==> config.mk <==
export PLATFORM = sky130hd
export DESIGN_NAME = ovs_setpoint_bank
export DESIGN_NICKNAME = d
export VERILOG_FILES = /design/src/rtl/ovs_pkg.sv /design/src/rtl/ovs_mem_if.sv /design/src/rtl/ovs_setpoint_bank.sv /design/src/rtl/ovs_setpoint_mem.sv
export VERILOG_INCLUDE_DIRS = /design/src /design/src/rtl
export SDC_FILE = /design/constraint.sdc
export NUM_CORES = 1
export LEC_CHECK = 0
export BUFFER_PORTS_ARGS = -buffer_cell sky130_fd_sc_hd__buf_2
export CAP_MARGIN = 20
export CORE_MARGIN = 5
export CORE_UTILIZATION = 57
export DETAILED_ROUTE_END_ITERATION = 6
export PLACE_DENSITY = 0.75
export RECOVER_POWER = 100
export SYNTH_ARGS = -nofsm -noshare
export SYNTH_HDL_FRONTEND = slang
export SYNTH_SLANG_ARGS = --single-unit
==> constraint.sdc <==
create_clock -name ref_clk -period 13.9 [get_ports ref_clk]
set_clock_uncertainty 0.05 [all_clocks]
set_input_delay 1.39 -clock ref_clk [delete_from_list [all_inputs] [get_ports ref_clk]]
set_output_delay 1.39 -clock ref_clk [all_outputs]
set_load 0.02 [all_outputs]
==> src/rtl/ovs_setpoint_regs.svh <==
// Constants of the output voltage setpoint register bank.
// Assumes a command decoder in front that hands over whole 16-bit words.
// How it works
// - signed trim adds to target, zero reset, +-250mV
// - target cut to ceiling one cycle after ceiling drops below it; ceiling 0..3300mV
// - margin-high source uses margin-high register value
// - margin-low source uses margin-low register value
// - slew target at rate counts of 100uV/us
// - new rate waits for commit command
// - separate 16-bit copy per output page
// - source code 00 nominal, 01 low, 10 high
// - protection level 20h still admits trim writes
`ifndef OVS_SETPOINT_REGS_SVH
`define OVS_SETPOINT_REGS_SVH

// ==========================================================================
// Command codes.
`define OVS_CMD_TRIM         8'h22
`define OVS_CMD_CEILING      8'h24
`define OVS_CMD_MARGIN_HIGH  8'h25
`define OVS_CMD_MARGIN_LOW   8'h26
`define OVS_CMD_SLEW_RATE    8'h27
`define OVS_CMD_COMMIT       8'he7

// ==========================================================================
// Reset values.
`define OVS_RST_TRIM         16'h0000
`define OVS_RST_CEILING      16'h08fc
`define OVS_RST_MARGIN_HIGH  16'h0640
`define OVS_RST_MARGIN_LOW   16'h00fa
`define OVS_RST_SLEW_RATE    16'h0064

// ==========================================================================
// Write protection levels and value ranges.
`define OVS_WP_OPEN          8'h00
`define OVS_WP_TRIM_ONLY     8'h20
`define OVS_TRIM_LIMIT_MV    16'sh00fa
`define OVS_CEILING_MAX_MV   16'h0ce4

// ==========================================================================
// Slew timing: one slew step per microsecond.
`define OVS_CLK_PERIOD_NS    50
`define OVS_SLEW_TICK_NS     1000
`define OVS_SLEW_TICK_CYC    (`OVS_SLEW_TICK_NS / `OVS_CLK_PERIOD_NS)
`define OVS_NUM_REGS         5

`endif

==> src/rtl/ovs_pkg.sv <==
// Types and helpers of the output voltage setpoint register bank.
// Assumes the constants header is on the include path.
`include "ovs_setpoint_regs.svh"

package ovs_pkg;

    // ======================================================================
    // Types.
    typedef enum logic [1:0] {
        SRC_NOMINAL     = 2'b00,
        SRC_MARGIN_LOW  = 2'b01,
        SRC_MARGIN_HIGH = 2'b10,
        SRC_UNUSED      = 2'b11
    } ovs_src_e;

    typedef enum logic [2:0] {
        IDX_TRIM    = 3'b000,
        IDX_CEILING = 3'b001,
        IDX_MHIGH   = 3'b010,
        IDX_MLOW    = 3'b011,
        IDX_RATE    = 3'b100,
        IDX_NONE    = 3'b111
    } ovs_idx_e;

    // ======================================================================
    // Helpers.
    function automatic ovs_idx_e ovsDecode(input logic [7:0] code);
        if (code == `OVS_CMD_TRIM) begin
            return IDX_TRIM;
        end else if (code == `OVS_CMD_CEILING) begin
            return IDX_CEILING;
        end else if (code == `OVS_CMD_MARGIN_HIGH) begin
            return IDX_MHIGH;
        end else if (code == `OVS_CMD_MARGIN_LOW) begin
            return IDX_MLOW;
        end else if (code == `OVS_CMD_SLEW_RATE) begin
            return IDX_RATE;
        end else begin
            return IDX_NONE;
        end
    endfunction

    function automatic logic [15:0] ovsResetOf(input int idx);
        case (idx)
            0:       return `OVS_RST_TRIM;
            1:       return `OVS_RST_CEILING;
            2:       return `OVS_RST_MARGIN_HIGH;
            3:       return `OVS_RST_MARGIN_LOW;
            default: return `OVS_RST_SLEW_RATE;
        endcase
    endfunction

endpackage

==> src/rtl/ovs_mem_if.sv <==
// Carrier between the setpoint bank and its word storage.
// Assumes one clock shared by both ends.
interface ovs_mem_if #(
    parameter int NUM_WORDS = 10,
    parameter int AW        = 4
);
    logic        we;
    logic [AW-1:0] wrAddr;
    logic [15:0] wrData;
    logic [AW-1:0] rdAddr;
    logic [15:0] rdData;
    logic [15:0] words [NUM_WORDS];

    modport owner (input we, wrAddr, wrData, rdAddr,
                   output rdData, words);
    modport user  (output we, wrAddr, wrData, rdAddr,
                   input rdData, words);
endinterface

==> src/rtl/ovs_setpoint_bank.sv <==
// Output voltage setpoint bank: per-page trim, ceiling, margins, slew rate.
// Assumes the command decoder and context inputs run on ref_clk.
`include "ovs_setpoint_regs.svh"

module ovs_setpoint_bank
    import ovs_pkg::*;
#(
    parameter int NUM_PAGES = 2,
    parameter int PAGE_W    = 1
) (
    // Clock and reset.
    input  wire logic               ref_clk,
    input  wire logic               rst_n,
    // Command port from the link decoder.
    input  wire logic               cmdValid,
    input  wire logic               cmdWrite,
    input  wire logic [7:0]         cmdCode,
    input  wire logic [PAGE_W-1:0]  cmdPage,
    input  wire logic [15:0]        cmdData,
    // Read answer and refusal.
    output logic                    rdValid,
    output logic [15:0]             rdData,
    output logic                    cmdRefused,
    // Context from the neighbouring command logic.
    input  wire logic [7:0]         writeProtect,
    input  wire logic [1:0]         voutSource [NUM_PAGES],
    input  wire logic [15:0]        nominalCmd [NUM_PAGES],
    // Regulated target per page, in 100 uV units.
    output logic [17:0]             voutTarget [NUM_PAGES],
    output logic                    rampActive [NUM_PAGES]
);

    localparam int NUM_WORDS = NUM_PAGES * `OVS_NUM_REGS;
    localparam int AW        = $clog2(NUM_WORDS);
    localparam int TICK_CYC  = `OVS_SLEW_TICK_CYC;

    ovs_mem_if #(.NUM_WORDS(NUM_WORDS), .AW(AW)) mem ();

    ovs_setpoint_mem #(.NUM_WORDS(NUM_WORDS)) u_mem (
        .ref_clk (ref_clk),
        .rst_n   (rst_n),
        .mem     (mem.owner)
    );

    function automatic logic [AW-1:0] wordAddr(input int page, input int idx);
        return AW'(page * `OVS_NUM_REGS + idx);
    endfunction

    function automatic logic [17:0] toTenths(input logic [17:0] mv);
        return (mv << 3) + (mv << 1);
    endfunction

    // ======================================================================
    // Command decode and write admission.
    ovs_idx_e    cmdIdx;
    logic        pageOk;
    logic        rangeOk;
    logic        protectOk;
    logic        regWrite;
    logic        commitCmd;

    always_comb begin
        cmdIdx    = ovsDecode(cmdCode);
        pageOk    = int'(cmdPage) < NUM_PAGES;
        rangeOk   = 1'b1;
        if (cmdIdx == IDX_TRIM) begin
            rangeOk = ($signed(cmdData) <= `OVS_TRIM_LIMIT_MV) &&
                      ($signed(cmdData) >= -`OVS_TRIM_LIMIT_MV);
        end else if (cmdIdx == IDX_CEILING) begin
            rangeOk = cmdData <= `OVS_CEILING_MAX_MV;
        end
        if (writeProtect == `OVS_WP_OPEN) begin
            protectOk = 1'b1;
        end else if (writeProtect == `OVS_WP_TRIM_ONLY) begin
            protectOk = cmdIdx == IDX_TRIM;
        end else begin
            protectOk = 1'b0;
        end
        regWrite  = cmdValid && cmdWrite && cmdIdx != IDX_NONE && pageOk;
        commitCmd = cmdValid && cmdWrite && cmdCode == `OVS_CMD_COMMIT &&
                    pageOk;
    end

    assign mem.we     = regWrite && protectOk && rangeOk;
    assign mem.wrAddr = wordAddr(int'(cmdPage), int'(cmdIdx));
    assign mem.wrData = cmdData;
    assign mem.rdAddr = wordAddr(int'(cmdPage), int'(cmdIdx));
    assign rdData     = mem.rdData;

    always_ff @(posedge ref_clk or negedge rst_n) begin
        if (!rst_n) begin
            rdValid    <= 1'b0;
            cmdRefused <= 1'b0;
        end else begin
            rdValid    <= cmdValid && !cmdWrite && cmdIdx != IDX_NONE &&
                          pageOk;
            cmdRefused <= regWrite && !(protectOk && rangeOk);
        end
    end

    // ======================================================================
    // Active slew rate, taken over only on the commit command.
    logic [15:0] activeRate [NUM_PAGES];

    always_ff @(posedge ref_clk or negedge rst_n) begin
        if (!rst_n) begin
            for (int p = 0; p < NUM_PAGES; p++) begin
                activeRate[p] <= `OVS_RST_SLEW_RATE;
            end
        end else if (commitCmd) begin
            activeRate[cmdPage] <=
                mem.words[wordAddr(int'(cmdPage), int'(IDX_RATE))];
        end
    end

    // ======================================================================
    // Goal per page: selected setpoint plus trim, held under the ceiling.
    logic [17:0] goalT  [NUM_PAGES];
    logic [17:0] ceilT  [NUM_PAGES];

    always_comb begin
        logic signed [17:0] sel;
        logic signed [17:0] trim;
        logic signed [17:0] ceil;
        logic signed [17:0] sum;
        sel  = '0;
        trim = '0;
        ceil = '0;
        sum  = '0;
        for (int p = 0; p < NUM_PAGES; p++) begin
            case (voutSource[p])
                SRC_MARGIN_LOW:
                    sel = 18'($signed(
                        mem.words[wordAddr(p, int'(IDX_MLOW))]));
                SRC_MARGIN_HIGH:
                    sel = 18'($signed(
                        mem.words[wordAddr(p, int'(IDX_MHIGH))]));
                default:
                    sel = 18'($signed(nominalCmd[p]));
            endcase
            trim = 18'($signed(mem.words[wordAddr(p, int'(IDX_TRIM))]));
            ceil = 18'($signed(mem.words[wordAddr(p, int'(IDX_CEILING))]));
            sum  = sel + trim;
            if (ceil < 0) begin
                ceil = '0;
            end
            if (sum > ceil) begin
                sum = ceil;
            end
            if (sum < 0) begin
                sum = '0;
            end
            goalT[p] = toTenths(sum);
            ceilT[p] = toTenths(ceil);
        end
    end

    // ======================================================================
    // Microsecond tick for slewing.
    logic [$clog2(TICK_CYC)-1:0] tickCnt;
    logic                        slewTick;

    always_ff @(posedge ref_clk or negedge rst_n) begin
        if (!rst_n) begin
            tickCnt <= '0;
        end else if (slewTick) begin
            tickCnt <= '0;
        end else begin
            tickCnt <= tickCnt + 1'b1;
        end
    end

    assign slewTick = tickCnt == ($clog2(TICK_CYC))'(TICK_CYC - 1);

    // ======================================================================
    // Slewed target: rate counts of 100 uV per microsecond tick.
    always_ff @(posedge ref_clk or negedge rst_n) begin
        if (!rst_n) begin
            for (int p = 0; p < NUM_PAGES; p++) begin
                voutTarget[p] <= '0;
                rampActive[p] <= 1'b0;
            end
        end else begin
            for (int p = 0; p < NUM_PAGES; p++) begin
                rampActive[p] <= voutTarget[p] != goalT[p];
                if (voutTarget[p] > ceilT[p]) begin
                    voutTarget[p] <= ceilT[p];
                end else if (slewTick) begin
                    if (goalT[p] > voutTarget[p] + activeRate[p]) begin
                        voutTarget[p] <= voutTarget[p] + activeRate[p];
                    end else if (voutTarget[p] > goalT[p] + activeRate[p])
                    begin
                        voutTarget[p] <= voutTarget[p] - activeRate[p];
                    end else begin
                        voutTarget[p] <= goalT[p];
                    end
                end
            end
        end
    end
endmodule

==> src/rtl/ovs_setpoint_mem.sv <==
// Word storage for all setpoint registers of all pages.
// Assumes word address = page * register count + register index.
`include "ovs_setpoint_regs.svh"

module ovs_setpoint_mem
    import ovs_pkg::*;
#(
    parameter int NUM_WORDS = 10
) (
    // Clock and reset.
    input  wire logic ref_clk,
    input  wire logic rst_n,
    // Storage port.
    ovs_mem_if.owner  mem
);

    // ======================================================================
    // Storage, each word reset to its register's default.
    always_ff @(posedge ref_clk or negedge rst_n) begin
        if (!rst_n) begin
            for (int i = 0; i < NUM_WORDS; i++) begin
                mem.words[i] <= ovsResetOf(i % `OVS_NUM_REGS);
            end
        end else if (mem.we) begin
            mem.words[mem.wrAddr] <= mem.wrData;
        end
    end

    // ======================================================================
    // Registered read port.
    always_ff @(posedge ref_clk or negedge rst_n) begin
        if (!rst_n) begin
            mem.rdData <= 16'h0000;
        end else if (int'(mem.rdAddr) < NUM_WORDS) begin
            mem.rdData <= mem.words[mem.rdAddr];
        end
    end

endmodule

* After elaboration in Yosys (flattened, before gate mapping)
Index checks and enable logic that the tools add are counted.
Storage, ports and cells: bits in registers 253, bits of input ports 73
Cells by class: add/sub/neg operators 15, multiply operators 1, $lt $le $gt $ge 21, equality and inequality tests 16, multiplexer cells 38, bitwise logic cells 3, reduce and logical (&&, ||, !) cells 18
Operator list (count):
- $mux W18 | 12
- $bwmux W160 | 1
- $gt A18 B18 Y1 | 8
- $bmux W16 S4 | 2
- $add A18 B16 Y18 | 6
- $mux W16 | 6
- $add A18 B18 Y18 | 4
- $pmux W18 S2 | 2
- $demux W16 S4 | 1
- $eq A8 B6 Y1 const B | 6
- $lt A18 B1 Y1 const B | 2
- $ne A18 B18 Y1 | 2
- $sub A18 B16 Y18 | 2
- $mux W17 | 2
- $bwmux W32 | 1
- $lt A16 B1 Y1 const B | 2
- $demux W16 S1 | 1
- $ge A16 B9 Y1 const B | 1
- $le A16 B12 Y1 const B | 1
- $le A16 B9 Y1 const B | 1
- $logic_and A1 B1 Y1 | 12
- $mux W3 | 4
- $ge A5 B5 Y1 const B | 2
- $not A4 Y5 | 2
- other kinds (22) | 29

* Longest topological paths before layout
depth in word-level cells 14, mapped depth 59, depth with buffers taken out 54

* By module
Synthesis repeated with hierarchy kept, for this count alone.
Unflattened totals: cell total of the unflattened synthesis 2986, area total of the unflattened synthesis 26594.3 µm²
By module, submodules not included:
- ovs_setpoint_bank | instances 1, cells an instance 2432, area an instance 18445.2 µm², sequential area each 1934.4 µm²
- ovs_setpoint_mem | instances 1, cells an instance 554, area an instance 8149.1 µm², sequential area each 4451.8 µm²

* Least setup slack after synthesis
Ideal clock, no wire load.
path kind input port to flip-flop, from input voutSource[0] in the netlist's numbering, to register voutTarget[2] in the netlist's numbering, setup time 0.077 ns, arrival 11.457 ns, data required time 13.773 ns, slack 2.316 ns, cell stages on the path 54, buffers on the path 6, path through inv_1 > ha_1 > clkbuf_1 > clkbuf_1 > a22oi_1 > o21ai_0 > ha_1 > fa_1 > a21oi_2 > o211ai_2 > or4b_4 > nand2_1 > a21oi_1 > nor2_1 > nor2_1 > xnor2_1 > ha_1 > nand3_1 > [18 not listed] > a41o_1 > or4_1 > a41oi_1 > o21ai_1 > a41oi_1 > xor2_1 > ha_1 > and4_1 > nand4_1 > or4_1 > and3_1 > a21o_1 > clkbuf_1 > o21a_1 > a221o_1 > a221oi_1 > a21oi_1 > a21oi_1
Between the ends: cells in the longest elaborated chain, start to end 14
RTL lines:
- start: declaration | RTL line ovs_setpoint_bank.sv:26 | input wire logic [1:0] voutSource [NUM_PAGES],
- $eq A2 B2 Y1 or $eq A2 B1 Y1 (tied branches)
- $pmux W18 S2 (*) | RTL line ovs_setpoint_bank.sv:131 | case (voutSource[p])
- $add A18 B16 Y18 (*) | RTL line ovs_setpoint_bank.sv:143 | sum = sel + trim;
- $gt A18 B18 Y1 | RTL line ovs_setpoint_bank.sv:147 | if (sum > ceil) begin
- $mux W18 (*) | RTL line ovs_setpoint_bank.sv:147
- $lt A18 B1 Y1 | RTL line ovs_setpoint_bank.sv:150 | if (sum < 0) begin
- $mux W17 (*) | RTL line ovs_setpoint_bank.sv:150
- $add A18 B18 Y18 (*) | RTL line ovs_setpoint_bank.sv:50 | return (mv << 3) + (mv << 1);
- $add A18 B16 Y18 | RTL line ovs_setpoint_bank.sv:191 | end else if (voutTarget[p] > goalT[p] + activeRate[p])
- $gt A18 B18 Y1 | RTL line ovs_setpoint_bank.sv:191
- $mux W18 | RTL line ovs_setpoint_bank.sv:191
- $mux W18 (*) | RTL line ovs_setpoint_bank.sv:189 | if (goalT[p] > voutTarget[p] + activeRate[p]) begin
- $mux W18 (*) | RTL line ovs_setpoint_bank.sv:188 | end else if (slewTick) begin
- $mux W18 (*) | RTL line ovs_setpoint_bank.sv:186 | if (voutTarget[p] > ceilT[p]) begin
- end signal: indexed assignment | RTL line ovs_setpoint_bank.sv:187 | voutTarget[p] <= ceilT[p];
- end signal: indexed assignment | RTL line ovs_setpoint_bank.sv:190 | voutTarget[p] <= voutTarget[p] + activeRate[p];
- end signal: indexed assignment | RTL line ovs_setpoint_bank.sv:193 | voutTarget[p] <= voutTarget[p] - activeRate[p];
- end: declaration | RTL line ovs_setpoint_bank.sv:29 | output logic [17:0] voutTarget [NUM_PAGES],
Mark *: on every way between the ends. The rest lies on a longest branch, timed or not. The select of a mux whose other input is x is not followed. A chain may end at the register's enable or synchronous reset.

* Final worst setup path
from input voutSource[2] in the netlist's numbering, to register voutTarget[24] in the netlist's numbering
Between the ends: cells in the longest elaborated chain, start to end 14
RTL lines (RTL line):
- $eq A2 B2 Y1 or $eq A2 B1 Y1 (tied branches) | ovs_setpoint_bank.sv:131
- $pmux W18 S2 (*) | ovs_setpoint_bank.sv:131
- $add A18 B16 Y18 (*) | ovs_setpoint_bank.sv:143
- $gt A18 B18 Y1 | ovs_setpoint_bank.sv:147
- $mux W18 (*) | ovs_setpoint_bank.sv:147
- $lt A18 B1 Y1 | ovs_setpoint_bank.sv:150
- $mux W17 (*) | ovs_setpoint_bank.sv:150
- $add A18 B18 Y18 (*) | ovs_setpoint_bank.sv:50
- $add A18 B16 Y18 | ovs_setpoint_bank.sv:191
- $gt A18 B18 Y1 | ovs_setpoint_bank.sv:191
- $mux W18 | ovs_setpoint_bank.sv:191
- $mux W18 (*) | ovs_setpoint_bank.sv:189
- $mux W18 (*) | ovs_setpoint_bank.sv:188
- $mux W18 (*) | ovs_setpoint_bank.sv:186
Marks and branches as above.

==> key figures <==
Critical path
  • RR Startpoint: u_mem.mem.words[17]
  • Max incr delay on CP: 0.82 ns
  • CP Class: in2reg
  • Launching element type of the critical path: input pin
  • Reg2reg end: voutTarget[3]
  • Critical path required time: approximately 14 ns
  • CP max FO: 32
  • FF-to-FF path depth: 43
  • Critical Path Sink Type: register
  • Critical path's slowest cell: ha_1
  • Reg2Reg Setup Slack: approximately 2.3 ns
  • WP data arrival: ~13 ns

Routing
  • Top Layer Used: met4
  • # DRC: 1
  • Starting DRC count in detailed routing: approximately 2500
  • WL/cell: approximately 24 microns
  • DR WL met3: approximately 7900 microns
  • Routed Antenna Nets: 0
  • WL met2: approximately 38000 microns
  • Post-Route WL: 87300 microns
  • Drt first pass iters: 7
  • Metal-1 WL: ~38000 microns
  • Vias/cell: between 6 and 7
  • Vias: roughly 24000

Yosys
  • Post-synthesis xor/xnor area fraction: 0.0609
  • Register area share after synthesis: 0.244
  • Post-Syn Area per Cell: slightly below 9 sq um
  • Synth warn: 0
  • Number of flops mapped to enable cells by yosys: 0
  • Post-Syn Area: 26200 sq um
  • Synth Register Bits: 253
  • Ys async rst share: 1.00
  • Synth Area in Adders: 0.157
  • Mux cell area share after synthesis: 0.130
  • Largest family of logic cells by synthesized area: compound AO/OA/AOI/OAI gates
  • Main synth FF type: dfrtp_1
  • Synth Instances: about 2900
  • Post-synth cell types: around 110
  • Area share of and/or/nand/nor cells after synthesis: 0.140
  • Synth Area in Compound Gates: 0.221

Final layout
  • Layout cells sized above 1: 0.152
  • Layout overhead on the synthesized area: 7.29%
  • Commonest non-fill, non-tap cells in the layout: ha_1, nand2_1, dfrtp_1, a21oi_1, mux2_2
  • Final std cells w/o fill: between 3000 and 4000
  • Antenna cells: 0
  • Commonest non-fill, non-tap cell in the layout: ha_1
  • Final nets: 3371

Hold path
  • Worst Hold Class: reg2reg
  • Hold EP: tickCnt[0]
  • Hold path start: tickCnt[0]
  • Min-Delay Path Depth: 1

Status
  • Failing checks: DRC, capacitance limit, slew limit
  • Status: complete, but fails checks

Global routing
  • First-pass GRT wire length: ~140000 microns
  • Grt ovf: 0
  • Total track usage: 0.337
  • Vias in the first global route: about 23000
  • Pin count of the biggest net entering global routing: approximately 120
  • Initial antenna violation count: 2

Floorplanning
  • Die Ht: roughly 220 microns
  • Initial core utilization: 0.576
  • Die width: between 200 and 250 microns
  • Io pins: 129
  • Row count: 78
  • Core Footprint: 45500 sq um
  • Die Area: around 50000 sq um

Clocking
  • Post-CTS Setup Repair Bufs: 0
  • Root buffer cell: clkbuf_16
  • Hold_buf cts: 0
  • CTS Buf Count: 31
  • Post-CTS sizing: 0
  • Clock-pin slew on the worst setup and hold paths: 0.06 ns
  • H-tree levels: 1
  • Clk buf depth: 3
  • # clock sinks: around 250
  • CTS tree: done
  • Worst-Skew Late Latency: between 0.5 and 0.6 ns

Timing
  • Fin crit share: 0.925
  • RSZ-0062 raised after global routing: no
  • Final setup vio count: 0
  • Slew margin rel.: -3.57
  • Fmax: 77.8 MHz
  • Slew @ Worst Pin: 6.86 ns
  • Max-slew violations: about 360
  • Post-layout minimum cycle time: between 10 and 15 ns
  • Setup TNS: 0 ns
  • Final Hold Viols: 0

Placed design
  • IO Port Bufs: between 100 and 150
  • Placer congestion estimate: approximately 1.0
  • Post-DP HPWL: 67900 microns
  • Placed insts: 3545

Power
  • PwrDens: about 110 nW/um^2
  • Peak supply drop: 0.000108 V
  • Lkg Pwr: 13.3 nW

Flow run
  • Max-Cap Viols: 6
## critical path, delay by kind of cell
family                   cells  cell delay, ns
XOR/XNOR                     3            1.00
adder cells (fa/ha/maj)      7            2.78
AND/OR/NAND/NOR              7            1.50
buffers and inverters        3            0.36
AO/OA/AOI/OAI               27            6.19
## layout make-up
cell class | instances | area [sq um]
Fill cell | 3951 | 17400
Clock inverter | 14 | 166
Timing Repair Buffer | 147 | 684
Inverter | 174 | 653
Tap cell | 600 | 751
Clock buffer | 44 | 855
Sequential cell | 253 | 6390
Multi-Input combinational cell | 2371 | 18600
## per-stage QoR
stage / hold slack [ns] / setup WS (ns) / utilization / cell area (sq um) / total power [W]
2_1_floorplan: 0.383 / 2.32 / - / 26200 / 0.00188
3_3_place_gp: 0.395 / 0.952 / 0.598 / 27200 / 0.00223
3_5_place_dp: 0.400 / 0.855 / 0.598 / 27200 / 0.00226
4_1_cts: 0.418 / 1.45 / 0.621 / 28200 / 0.00309
5_1_grt: 0.462 / 0.188 / 0.618 / 28100 / 0.00328
6_report: 0.414 / 1.04 / 0.618 / 28100 / 0.00311
## worst max path at each step
stage / slack, ns / end / start
2_1_floorplan: 2.32 / voutTarget[2] / voutSource[0]
3_3_place_gp: 0.95 / voutTarget[24] / voutSource[2]
3_5_place_dp: 0.86 / voutTarget[25] / voutSource[2]
4_1_cts: 1.45 / voutTarget[25] / voutSource[2]
5_1_grt: 0.19 / voutTarget[2] / voutSource[0]
6_report: 1.04 / voutTarget[24] / voutSource[2]
## cell families (layout without fill, tap and decap cells)
logic type	count (synthesis)	count (layout)
simple gates	745	745
buf+inv	315	379
fa+ha+maj	324	324
compound gates	847	847
other cells	1	2
mux	274	274
xor+xnor	179	179
flops	253	253
## flip-flops by register name, summed over array words and instances, names as in the netlist
register	flops
activeRate	32
tickCnt	5
u_mem.mem.rdData	16
rdValid	1
voutTarget	36
rampActive	2
u_mem.mem.words	160
cmdRefused	1
## cells in the mapped netlist, drive strengths merged (30+ instances only)
master | number | area (sq um)
a211oi | 50 | 388
a21o | 78 | 586
a21oi | 218 | 1140
a22oi | 42 | 320
buf | 30 | 165
clkbuf | 111 | 417
dfrtp | 209 | 5230
dfstp | 44 | 1160
ha | 312 | 3900
inv | 173 | 649
mux2 | 186 | 2100
mux2i | 56 | 586
mux4 | 32 | 721
nand2 | 217 | 820
nand2b | 63 | 394
nand3 | 55 | 275
nand4 | 35 | 225
nor2 | 179 | 674
nor3 | 52 | 260
o21ai | 155 | 787
o21bai | 42 | 315
o31ai | 30 | 258
xnor2 | 115 | 1010
xor2 | 62 | 543
## power breakdown
part	switching, W	internal, W
clock	0.000340	0.000485
combinational	0.000916	0.000546
sequential	0.0000668	0.000761
total	0.00132	0.00179
## layer usage
metal | vias up | track usage
li1 | 10960 | -
met1 | 11736 | 0.488
met2 | 1278 | 0.514
met3 | 220 | 0.0513
met4 | 0 | 0.123
met5 | - | 0
(Power assumes the default switching activity.)
